<file path="src/rtl/fcr_pkg.sv">
// Purpose: constants for the clock ratio frequency counter
// Assumes: 8-bit special register port, byte-wide extended register port
// Notes: shared by the counter top and the tally module
//
// What this block does
// RULE1: mode zero disables and stops counting at once
// RULE2: nonzero mode enables, waits idle for trigger
// RULE3: writing busy one triggers and clears done
// RULE4: software may clear done after reading tally
// RULE5: after sync delay, first interval edge starts
// RULE6: interval edge after programmed length stops counting
// RULE7: busy falls, done set few cycles later
// RULE8: counters halt, tally holds until disable/retrigger
// RULE9: tally 23 bits, read as four bytes
// RULE10: reading while busy returns live value
// RULE11: retrigger while busy clears tally and restarts
// RULE12: length is (2+bit0) times 2 pow bits5:1
// RULE13: exponent above 43 gives one cycle
// RULE14: software avoids tally overflow unless wanted
// RULE15: done is a level interrupt until cleared
// RULE16: done accepts any write, one raises interrupt
// RULE17: select bit picks lc or divider clock
// RULE18: both counted clocks inactive while disabled
// RULE19: mode selects interval source, two codes reserved
// RULE20: control bits 4:3 read zero, ignore writes
// RULE21: exponent six bits low, upper two reserved
// RULE22: longword upper bits zero, big endian bytes
// RULE23: tally wraps modulo 2 pow 23 silently
package fcr_pkg;
    localparam int TALLY_W = 23;
    localparam int EXP_W = 6;
    localparam int MODE_W = 3;
    // special register addresses
    localparam logic [7:0] ADDR_CTRL = 8'h9B;
    localparam logic [7:0] ADDR_EXP = 8'h9D;
    // extended register byte addresses of the longword
    localparam logic [15:0] ADDR_TALLY0 = 16'h4008;
    localparam logic [15:0] ADDR_TALLY1 = 16'h4009;
    localparam logic [15:0] ADDR_TALLY2 = 16'h400A;
    localparam logic [15:0] ADDR_TALLY3 = 16'h400B;
    // control fields
    localparam int BIT_DONE = 7;
    localparam int BIT_BUSY = 6;
    localparam int BIT_SEL = 5;
    localparam logic [7:0] CTRL_RESET = 8'h00;
    localparam logic [EXP_W-1:0] EXP_RESET = 6'h00;
    localparam logic [EXP_W-1:0] EXP_MAX = 6'h2B;
    localparam logic [7:0] UNMAPPED_DATA = 8'h00;
    // mode codes
    localparam logic [MODE_W-1:0] MODE_OFF = 3'h0;
    localparam logic [MODE_W-1:0] MODE_GPIO = 3'h1;
    localparam logic [MODE_W-1:0] MODE_OSC24 = 3'h2;
    localparam logic [MODE_W-1:0] MODE_SYSCLK = 3'h3;
    localparam logic [MODE_W-1:0] MODE_XO = 3'h4;
    localparam logic [MODE_W-1:0] MODE_SLEEP = 3'h6;
    // synchronisation delays in system clock cycles
    localparam logic [1:0] START_SYNC_CYCLES = 2'h2;
    localparam int DONE_SYNC_CYCLES = 2;
    typedef enum logic [1:0] {
        ST_IDLE,
        ST_SYNC,
        ST_WAIT_EDGE,
        ST_COUNTING
    } fcr_state_t;
endpackage

</file>
<file path="src/rtl/fcr_tally_if.sv">
// Purpose: carries tally control and value between the two modules
// Assumes: one clock domain
// Notes: ctrl side steers, cnt side holds the counter
`timescale 1ns/1ps
interface fcr_tally_if;
    logic clk_en;
    logic clear;
    logic step;
    logic [fcr_pkg::TALLY_W-1:0] value;
    modport ctrl (output clk_en, output clear, output step, input value);
    modport cnt (input clk_en, input clear, input step, output value);
endinterface

</file>
<file path="src/rtl/fcr_tally.sv">
// Purpose: 23-bit main tally counter
// Assumes: step is one cycle per counted clock rising edge
// Notes: clear wins over step
`timescale 1ns/1ps
module fcr_tally (
    // clock and reset
    input wire logic i_clock,
    input wire logic i_rst_n,
    // control and value
    fcr_tally_if.cnt tif
);
    always_ff @(posedge i_clock or negedge i_rst_n) begin
        if (!i_rst_n) begin
            tif.value <= '0;
        end else if (tif.clk_en) begin
            if (tif.clear) begin
                tif.value <= '0; // RULE11
            end else if (tif.step) begin
                // wraps with no flag or saturation
                tif.value <= tif.value + 1'b1; // RULE23
            end
        end
    end
endmodule

</file>
<file path="src/rtl/fcr_counter.sv">
// Purpose: clock ratio frequency counter with its control registers
// Assumes: all clock sources arrive as levels sampled on i_clock
// Notes: counted and interval clocks must be no faster than half i_clock
`timescale 1ns/1ps
module fcr_counter (
    // clock and reset
    input wire logic i_clock,
    input wire logic i_rst_n,
    input wire logic i_clk_en,
    // special register port
    input wire logic [7:0] i_sfr_addr,
    input wire logic i_sfr_wr,
    input wire logic i_sfr_rd,
    input wire logic [7:0] i_sfr_wdata,
    output logic [7:0] o_sfr_rdata,
    // extended register port, read only here
    input wire logic [15:0] i_xreg_addr,
    input wire logic i_xreg_rd,
    output logic [7:0] o_xreg_rdata,
    // interval clock sources
    input wire logic i_gpio_ref_clk,
    input wire logic i_osc24_clk,
    input wire logic i_crystal_ref_clock,
    input wire logic i_sleep_tick_clk,
    // counted clocks and their enables
    input wire logic i_lc_tank_oscillator,
    input wire logic i_divider_clk,
    output logic o_lc_osc_en,
    output logic o_divider_en,
    // level interrupt request
    output logic o_irq
);
    ////////////////////////////////////////////////////////////////////
    // registers and state
    logic [fcr_pkg::MODE_W-1:0] counter_mode_sel;
    logic counted_clock_sel;
    logic count_finished;
    logic [fcr_pkg::EXP_W-1:0] interval_exponent;
    fcr_pkg::fcr_state_t state;
    logic [1:0] sync_cnt;
    logic [fcr_pkg::TALLY_W-1:0] ivl_cnt;
    logic ivl_prev;
    logic cnt_prev;
    logic busy_q;
    logic [fcr_pkg::DONE_SYNC_CYCLES-1:0] done_pipe;
    fcr_tally_if tif ();

    ////////////////////////////////////////////////////////////////////
    // helpers
    function automatic logic [fcr_pkg::TALLY_W-1:0] interval_len(
        input logic [fcr_pkg::EXP_W-1:0] e);
        logic [fcr_pkg::TALLY_W-1:0] base;
        base = e[0] ? fcr_pkg::TALLY_W'(3) : fcr_pkg::TALLY_W'(2);
        if (e > fcr_pkg::EXP_MAX) begin
            interval_len = fcr_pkg::TALLY_W'(1); // RULE13
        end else begin
            interval_len = base << e[5:1]; // RULE12
        end
    endfunction

    function automatic logic src_level(
        input logic [fcr_pkg::MODE_W-1:0] m,
        input logic gpio, input logic osc, input logic xo,
        input logic slp);
        case (m) // RULE19
            fcr_pkg::MODE_GPIO: src_level = gpio;
            fcr_pkg::MODE_OSC24: src_level = osc;
            fcr_pkg::MODE_XO: src_level = xo;
            fcr_pkg::MODE_SLEEP: src_level = slp;
            default: src_level = 1'b0;
        endcase
    endfunction

    ////////////////////////////////////////////////////////////////////
    // decode
    logic ctrl_wr;
    logic exp_wr;
    logic enabled;
    logic trigger;
    logic ivl_level;
    logic ivl_tick;
    logic cnt_level;
    logic cnt_edge;
    logic last_tick;
    logic busy;
    logic busy_fall;

    assign ctrl_wr = i_sfr_wr && (i_sfr_addr == fcr_pkg::ADDR_CTRL);
    assign exp_wr = i_sfr_wr && (i_sfr_addr == fcr_pkg::ADDR_EXP);
    assign enabled = (counter_mode_sel != fcr_pkg::MODE_OFF);
    // trigger only counts when the written mode is nonzero
    assign trigger = ctrl_wr && i_sfr_wdata[fcr_pkg::BIT_BUSY] &&
        (i_sfr_wdata[fcr_pkg::MODE_W-1:0] != fcr_pkg::MODE_OFF); // RULE3
    assign ivl_level = src_level(counter_mode_sel, i_gpio_ref_clk,
        i_osc24_clk, i_crystal_ref_clock, i_sleep_tick_clk);
    // system clock as interval source ticks every cycle
    assign ivl_tick = (counter_mode_sel == fcr_pkg::MODE_SYSCLK) ||
        (ivl_level && !ivl_prev);
    assign cnt_level = counted_clock_sel ? i_divider_clk
                                         : i_lc_tank_oscillator; // RULE17
    assign cnt_edge = cnt_level && !cnt_prev;
    assign last_tick = (ivl_cnt + 1'b1) == interval_len(interval_exponent);
    assign busy = (state != fcr_pkg::ST_IDLE);
    assign busy_fall = busy_q && !busy;

    ////////////////////////////////////////////////////////////////////
    // control register fields
    always_ff @(posedge i_clock or negedge i_rst_n) begin
        if (!i_rst_n) begin
            counter_mode_sel <= fcr_pkg::MODE_OFF;
            counted_clock_sel <= 1'b0;
        end else if (i_clk_en && ctrl_wr) begin
            // bits 4:3 are not stored
            counter_mode_sel <= i_sfr_wdata[fcr_pkg::MODE_W-1:0]; // RULE20
            counted_clock_sel <= i_sfr_wdata[fcr_pkg::BIT_SEL];
        end
    end

    always_ff @(posedge i_clock or negedge i_rst_n) begin
        if (!i_rst_n) begin
            interval_exponent <= fcr_pkg::EXP_RESET;
        end else if (i_clk_en && exp_wr) begin
            interval_exponent <= i_sfr_wdata[fcr_pkg::EXP_W-1:0]; // RULE21
        end
    end

    ////////////////////////////////////////////////////////////////////
    // measurement sequencer
    always_ff @(posedge i_clock or negedge i_rst_n) begin
        if (!i_rst_n) begin
            state <= fcr_pkg::ST_IDLE;
            sync_cnt <= '0;
            ivl_cnt <= '0;
        end else if (i_clk_en) begin
            if (ctrl_wr &&
                i_sfr_wdata[fcr_pkg::MODE_W-1:0] == fcr_pkg::MODE_OFF) begin
                state <= fcr_pkg::ST_IDLE; // RULE1
            end else if (trigger) begin
                state <= fcr_pkg::ST_SYNC; // RULE11
                sync_cnt <= '0;
            end else if (!enabled) begin
                state <= fcr_pkg::ST_IDLE; // RULE2
            end else begin
                case (state)
                    fcr_pkg::ST_IDLE: begin
                        state <= fcr_pkg::ST_IDLE; // RULE2
                    end
                    fcr_pkg::ST_SYNC: begin
                        if (sync_cnt ==
                            fcr_pkg::START_SYNC_CYCLES - 2'h1) begin
                            state <= fcr_pkg::ST_WAIT_EDGE; // RULE5
                        end
                        sync_cnt <= sync_cnt + 2'h1;
                    end
                    fcr_pkg::ST_WAIT_EDGE: begin
                        if (ivl_tick) begin
                            state <= fcr_pkg::ST_COUNTING; // RULE5
                            ivl_cnt <= '0;
                        end
                    end
                    fcr_pkg::ST_COUNTING: begin
                        if (ivl_tick && last_tick) begin
                            state <= fcr_pkg::ST_IDLE; // RULE6
                        end else if (ivl_tick) begin
                            ivl_cnt <= ivl_cnt + 1'b1;
                        end
                    end
                    default: begin
                        state <= fcr_pkg::ST_IDLE;
                    end
                endcase
            end
        end
    end

    ////////////////////////////////////////////////////////////////////
    // edge samplers for interval and counted clocks
    always_ff @(posedge i_clock or negedge i_rst_n) begin
        if (!i_rst_n) begin
            ivl_prev <= 1'b0;
            cnt_prev <= 1'b0;
        end else if (i_clk_en) begin
            ivl_prev <= ivl_level;
            cnt_prev <= cnt_level;
        end
    end

    ////////////////////////////////////////////////////////////////////
    // done flag: busy falling edge passes a short delay line
    always_ff @(posedge i_clock or negedge i_rst_n) begin
        if (!i_rst_n) begin
            busy_q <= 1'b0;
            done_pipe <= '0;
        end else if (i_clk_en) begin
            busy_q <= busy;
            if (!enabled) begin
                // an abort by disable is not a finished measurement
                done_pipe <= '0;
            end else begin
                done_pipe <= {done_pipe[fcr_pkg::DONE_SYNC_CYCLES-2:0],
                              busy_fall}; // RULE7
            end
        end
    end

    always_ff @(posedge i_clock or negedge i_rst_n) begin
        if (!i_rst_n) begin
            count_finished <= 1'b0;
        end else if (i_clk_en) begin
            if (done_pipe[fcr_pkg::DONE_SYNC_CYCLES-1]) begin
                // hardware set wins over a same-cycle clear
                count_finished <= 1'b1; // RULE7
            end else if (trigger) begin
                count_finished <= 1'b0; // RULE3
            end else if (ctrl_wr) begin
                count_finished <= i_sfr_wdata[fcr_pkg::BIT_DONE]; // RULE16
            end
        end
    end

    assign o_irq = count_finished; // RULE15

    ////////////////////////////////////////////////////////////////////
    // main tally
    assign tif.clk_en = i_clk_en;
    // disable or retrigger clears; tally otherwise holds after the interval
    assign tif.clear = trigger || !enabled; // RULE8
    // counted edges only between the two interval edges
    assign tif.step = (state == fcr_pkg::ST_COUNTING) && cnt_edge; // RULE6

    fcr_tally u_tally (
        .i_clock(i_clock),
        .i_rst_n(i_rst_n),
        .tif(tif)
    );

    // counted clock enables, both idle while disabled
    assign o_lc_osc_en = enabled && !counted_clock_sel; // RULE18
    assign o_divider_en = enabled && counted_clock_sel; // RULE18

    ////////////////////////////////////////////////////////////////////
    // read data, one cycle after the read strobe
    always_ff @(posedge i_clock or negedge i_rst_n) begin
        if (!i_rst_n) begin
            o_sfr_rdata <= fcr_pkg::UNMAPPED_DATA;
        end else if (i_clk_en && i_sfr_rd) begin
            if (i_sfr_addr == fcr_pkg::ADDR_CTRL) begin
                o_sfr_rdata <= {count_finished, busy, counted_clock_sel,
                                2'b00, counter_mode_sel}; // RULE20
            end else if (i_sfr_addr == fcr_pkg::ADDR_EXP) begin
                o_sfr_rdata <= {2'b00, interval_exponent}; // RULE21
            end else begin
                o_sfr_rdata <= fcr_pkg::UNMAPPED_DATA;
            end
        end
    end

    // live value, no snapshot: bytes may tear while busy
    always_ff @(posedge i_clock or negedge i_rst_n) begin
        if (!i_rst_n) begin
            o_xreg_rdata <= fcr_pkg::UNMAPPED_DATA;
        end else if (i_clk_en && i_xreg_rd) begin
            case (i_xreg_addr) // RULE9 RULE10
                fcr_pkg::ADDR_TALLY0: o_xreg_rdata <= 8'h00; // RULE22
                fcr_pkg::ADDR_TALLY1: o_xreg_rdata <= {1'b0, tif.value[22:16]};
                fcr_pkg::ADDR_TALLY2: o_xreg_rdata <= tif.value[15:8];
                fcr_pkg::ADDR_TALLY3: o_xreg_rdata <= tif.value[7:0];
                default: o_xreg_rdata <= fcr_pkg::UNMAPPED_DATA;
            endcase
        end
    end
endmodule

</file>
<file path="config.mk">
export PLATFORM = sky130hd
export DESIGN_NAME = fcr_counter
export DESIGN_NICKNAME = d
export VERILOG_FILES = /design/src/rtl/fcr_pkg.sv /design/src/rtl/fcr_tally_if.sv /design/src/rtl/fcr_tally.sv /design/src/rtl/fcr_counter.sv
export SDC_FILE = /design/constraint.sdc
export NUM_CORES = 1
export LEC_CHECK = 0
export BUFFER_PORTS_ARGS = -buffer_cell sky130_fd_sc_hd__buf_4
export CORE_ASPECT_RATIO = 1.25
export CORE_MARGIN = 5
export CORE_UTILIZATION = 35
export CTS_CLUSTER_DIAMETER = 120
export CTS_CLUSTER_SIZE = 30
export DETAILED_ROUTE_END_ITERATION = 7
export PLACE_DENSITY_LB_ADDON = 0.3
export SLEW_MARGIN = 5
export SYNTH_ARGS = -nofsm -noshare
export SYNTH_HDL_FRONTEND = slang
export SYNTH_SLANG_ARGS = --single-unit
</file>
<file path="constraint.sdc">
create_clock -name i_clock -period 6.1 [get_ports i_clock]
set_clock_uncertainty 0.1 [all_clocks]
set_input_delay 1.22 -clock i_clock [delete_from_list [all_inputs] [get_ports i_clock]]
set_output_delay 1.22 -clock i_clock [all_outputs]
set_load 0.02 [all_outputs]
</file>
==> flow_summary.ini <==
[cts]
insertion_delay_ns = 0.35
postCtsResizedCells = 0
clockBufferDepth = 2
root_buffer = clkbuf_16
tritoncts = yes
cts_setup_buffers = 0
ctsHoldBuffers = 0
cts_buffers = 9
cts.sinks = 82
clkTransAtPathRegs_ns = 0.07
cts_max_level = 3

[grt]
grt_pass1_vias = 5041
grt_max_degree = 53
globalRouteTotalUtil_pct = 17.0
grt_pass1_wl_mm = 25.4
antenna_found_initial = 0
grt-ovfl-total = 0

[logic_synthesis]
syn_nets = 701
synth_flop_cell = dfrtp_1
ys_seq_elements = 82
synth_top_family_by_area = simple AND/OR/NAND/NOR gates
netlist_area_sq_um = 5630
synthArstFlopShare_pct = 100
yosys.area_share.simple_pct = 28.0
synth_compound_area_share_pct = 16.7
ys.warnings.count = 0
synthDistinctLibCells = 72
seq_area_frac_synth_pct = 36.5
synthAdderAreaFrac_pct = 1.56
avgSynthCellArea_sq_um = 8.66
syn_inst = 650
synth-xor-area-share_pct = 7.31
synth_enable_flop_cells = 0
synthMuxAreaShare_pct = 5.80

[die]
core_area_sq_um = 15700
row_count = 51
start_util_pct = 35.9
die_area_sq_um = 18700
pin_count = 63
die_w_um = 123
die_y_um = 152

[final_layout]
num-nets-final = 739
area_delta_synth_final_pct = 15.8
antenna_cells = 0
fin_util_pct = 41.5
fill_cells = 1627
drive_gt1_share_pct = 16.6
final_design_area_no_fill_sq_um = 6520

[pwr]
powerDensity_nw_per_um2 = 184
irDropWorstVdd_uv = 132
p_leak_nw = 2.68

[sta]
finalWorstSetupSlack_ns = 2.32
max_clock_freq_mhz = 265
fin_crit_ns = 3.78
timing.final.max_slew_violations = 0
worst_pin_slew_ns = 1.09
hold_viol_final = 0
setup-violations-final = 0
rsz0062_at_grt = false
timing.setup.tns_ns = 0
slew_headroom_pct = 26.5
min_period_over_period_pct = 61.9
hold_slack_ns = 0.382

[worst_setup_path]
crit_fanout = 28
r2r_cells = 10
r2r_end = state[1]
required_ns = 6.24
worst-setup-path-type = in2reg
crit_arrival_ns = 3.92
start_kind = primary input
r2r_slack_ns = 2.37
crit_path_start = i_sfr_addr[5]
endpoint = ivl_cnt[9]
setup.worst_path.end_class = register
r2r-start = ivl_cnt[0]

[routing]
via_per_inst = 5.64
drtIter0Drc = 330
wirelength_mm = 15.6
first_pass_iters = 5
drc = 0
postRouteAntennaNets = 0
wl_per_cell_um = 17.2
num_vias = 5106

[outcome]
status = finished clean

[placed_design]
gp_congestion = 0.871
dpl_cell_area_sq_um = 6210
dp_slack_ns = 1.96
io_buffers = 62
hpwl_mm = 11.3

[hold_path]
hold_path_class = reg2reg

[job]
cap_viol_max_count = 0
[report_power, final]
part	leakage (nW)	switching (mW)	internal [mW]
Combinational	1.44	0.0436	0.0310
Sequential	1.09	0.00661	0.546
Clock	0.149	0.241	0.329
[cells by family (layout without fill, tap and decap cells)]
family	Yosys count	after routing
AOI/OAI and AO/OA	138	138
xor gates and xnor gates	47	47
and+or+nand+nor	292	292
adders and majority gates	7	7
buffers and inverters	54	97
muxes	30	30
DFF	82	82
[cell type report]
class,instances,area [sq um],share of cell area [%]
timing repair buffer,67,503,7.72
inverter,14,52.6,0.806
tap,212,265,4.07
multi-input combinational,514,3340,51.3
clock buffer,10,239,3.67
clock inverter,6,65.1,0.998
sequential,82,2050,31.5
[worst min path at each step]
stage	end	start	cells past startpoint	slack, ns
6_report	o_xreg_rdata[4]	o_xreg_rdata[4]	2	0.38
5_1_grt	done_pipe[0]	done_pipe[0]	1	0.41
4_1_cts	o_xreg_rdata[4]	o_xreg_rdata[4]	2	0.39
3_5_place_dp	o_xreg_rdata[4]	o_xreg_rdata[4]	2	0.38
3_3_place_gp	busy_q	busy_q	2	0.37
2_1_floorplan	sync_cnt[1]	sync_cnt[1]	2	0.35
[synth_stat cells (3+ instances only)]
| master | count | share of area, % |
|---|---|---|
| dfrtp_1 | 82 | 36 |
| nand2_1 | 81 | 5.4 |
| nor2_1 | 46 | 3.1 |
| o21ai_0 | 34 | 3.0 |
| nand3_1 | 30 | 2.7 |
| a21oi_1 | 27 | 2.4 |
| xnor2_1 | 26 | 4.0 |
| mux2_2 | 21 | 4.2 |
| xor2_1 | 21 | 3.3 |
| clkbuf_1 | 20 | 1.3 |
| a22oi_1 | 19 | 2.5 |
| nand4_1 | 18 | 2.0 |
| nor3_1 | 17 | 1.5 |
| buf_2 | 16 | 1.4 |
| nor4_1 | 15 | 1.7 |
| inv_1 | 14 | 0.93 |
| nor2b_1 | 12 | 1.3 |
| nand2b_1 | 10 | 1.1 |
| and2_1 | 9 | 1.0 |
| and3_1 | 9 | 1.0 |
| mux2i_1 | 9 | 1.6 |
| or3_1 | 8 | 0.89 |
| ha_1 | 7 | 1.6 |
| a211o_1 | 5 | 0.78 |
| a211oi_1 | 5 | 0.67 |
| a21o_1 | 5 | 0.67 |
| nand3b_1 | 5 | 0.67 |
| nor3b_1 | 5 | 0.67 |
| o211ai_1 | 5 | 0.67 |
| a2111oi_0 | 4 | 0.62 |
| nand4b_1 | 4 | 0.62 |
| a22o_1 | 3 | 0.47 |
| and4_1 | 3 | 0.47 |
| or4_1 | 3 | 0.40 |
[sequential cells by signal, indices dropped and copies added (netlist names), 2 cells and up]
register	flops
ivl_cnt	23
u_tally.tif.value	23
o_sfr_rdata	8
o_xreg_rdata	8
interval_exponent	6
counter_mode_sel	3
done_pipe	2
state	2
sync_cnt	2
[placed cells by master (no fill, tap or decap), types with 10 or more instances in the layout]
cell type / count
a21oi_1: 27
a22oi_1: 19
buf_4: 67
dfrtp_1: 82
inv_1: 14
mux2_2: 21
nand2_1: 81
nand2b_1: 10
nand3_1: 30
nand4_1: 18
nor2_1: 46
nor2b_1: 12
nor3_1: 17
nor4_1: 15
o21ai_0: 34
xnor2_1: 26
xor2_1: 21
[metrics by stage]
step                power [mW]  std cells
floorplan                0.594        650
global placement         0.637        889
detailed placement       0.638        889
CTS                       1.21        905
global route              1.24        905
finish                    1.20        905
[worst max-delay path, cell delays in order]
cell	delay (ns)
buf_4	0.11
nand4b_1	0.20
nor3_1	0.21
buf_4	0.19
nand2_1	0.15
o21ai_0	0.46
or3b_1	0.87
nor2_1	0.17
nand3_1	0.14
mux2_2	0.15
nand2_1	0.04
[per-layer routing]
| layer | vias to the layer above | global-route usage [%] | wire length, um |
|---|---|---|---|
| li1 | 2459 | - | - |
| met1 | 2474 | 20.5 | 6480 |
| met2 | 141 | 29.8 | 8020 |
| met3 | 32 | 3.49 | 663 |
| met4 | 0 | 6.32 | 397 |
| met5 | - | 0 | 0 |
Power figures use the tool's default switching activity.
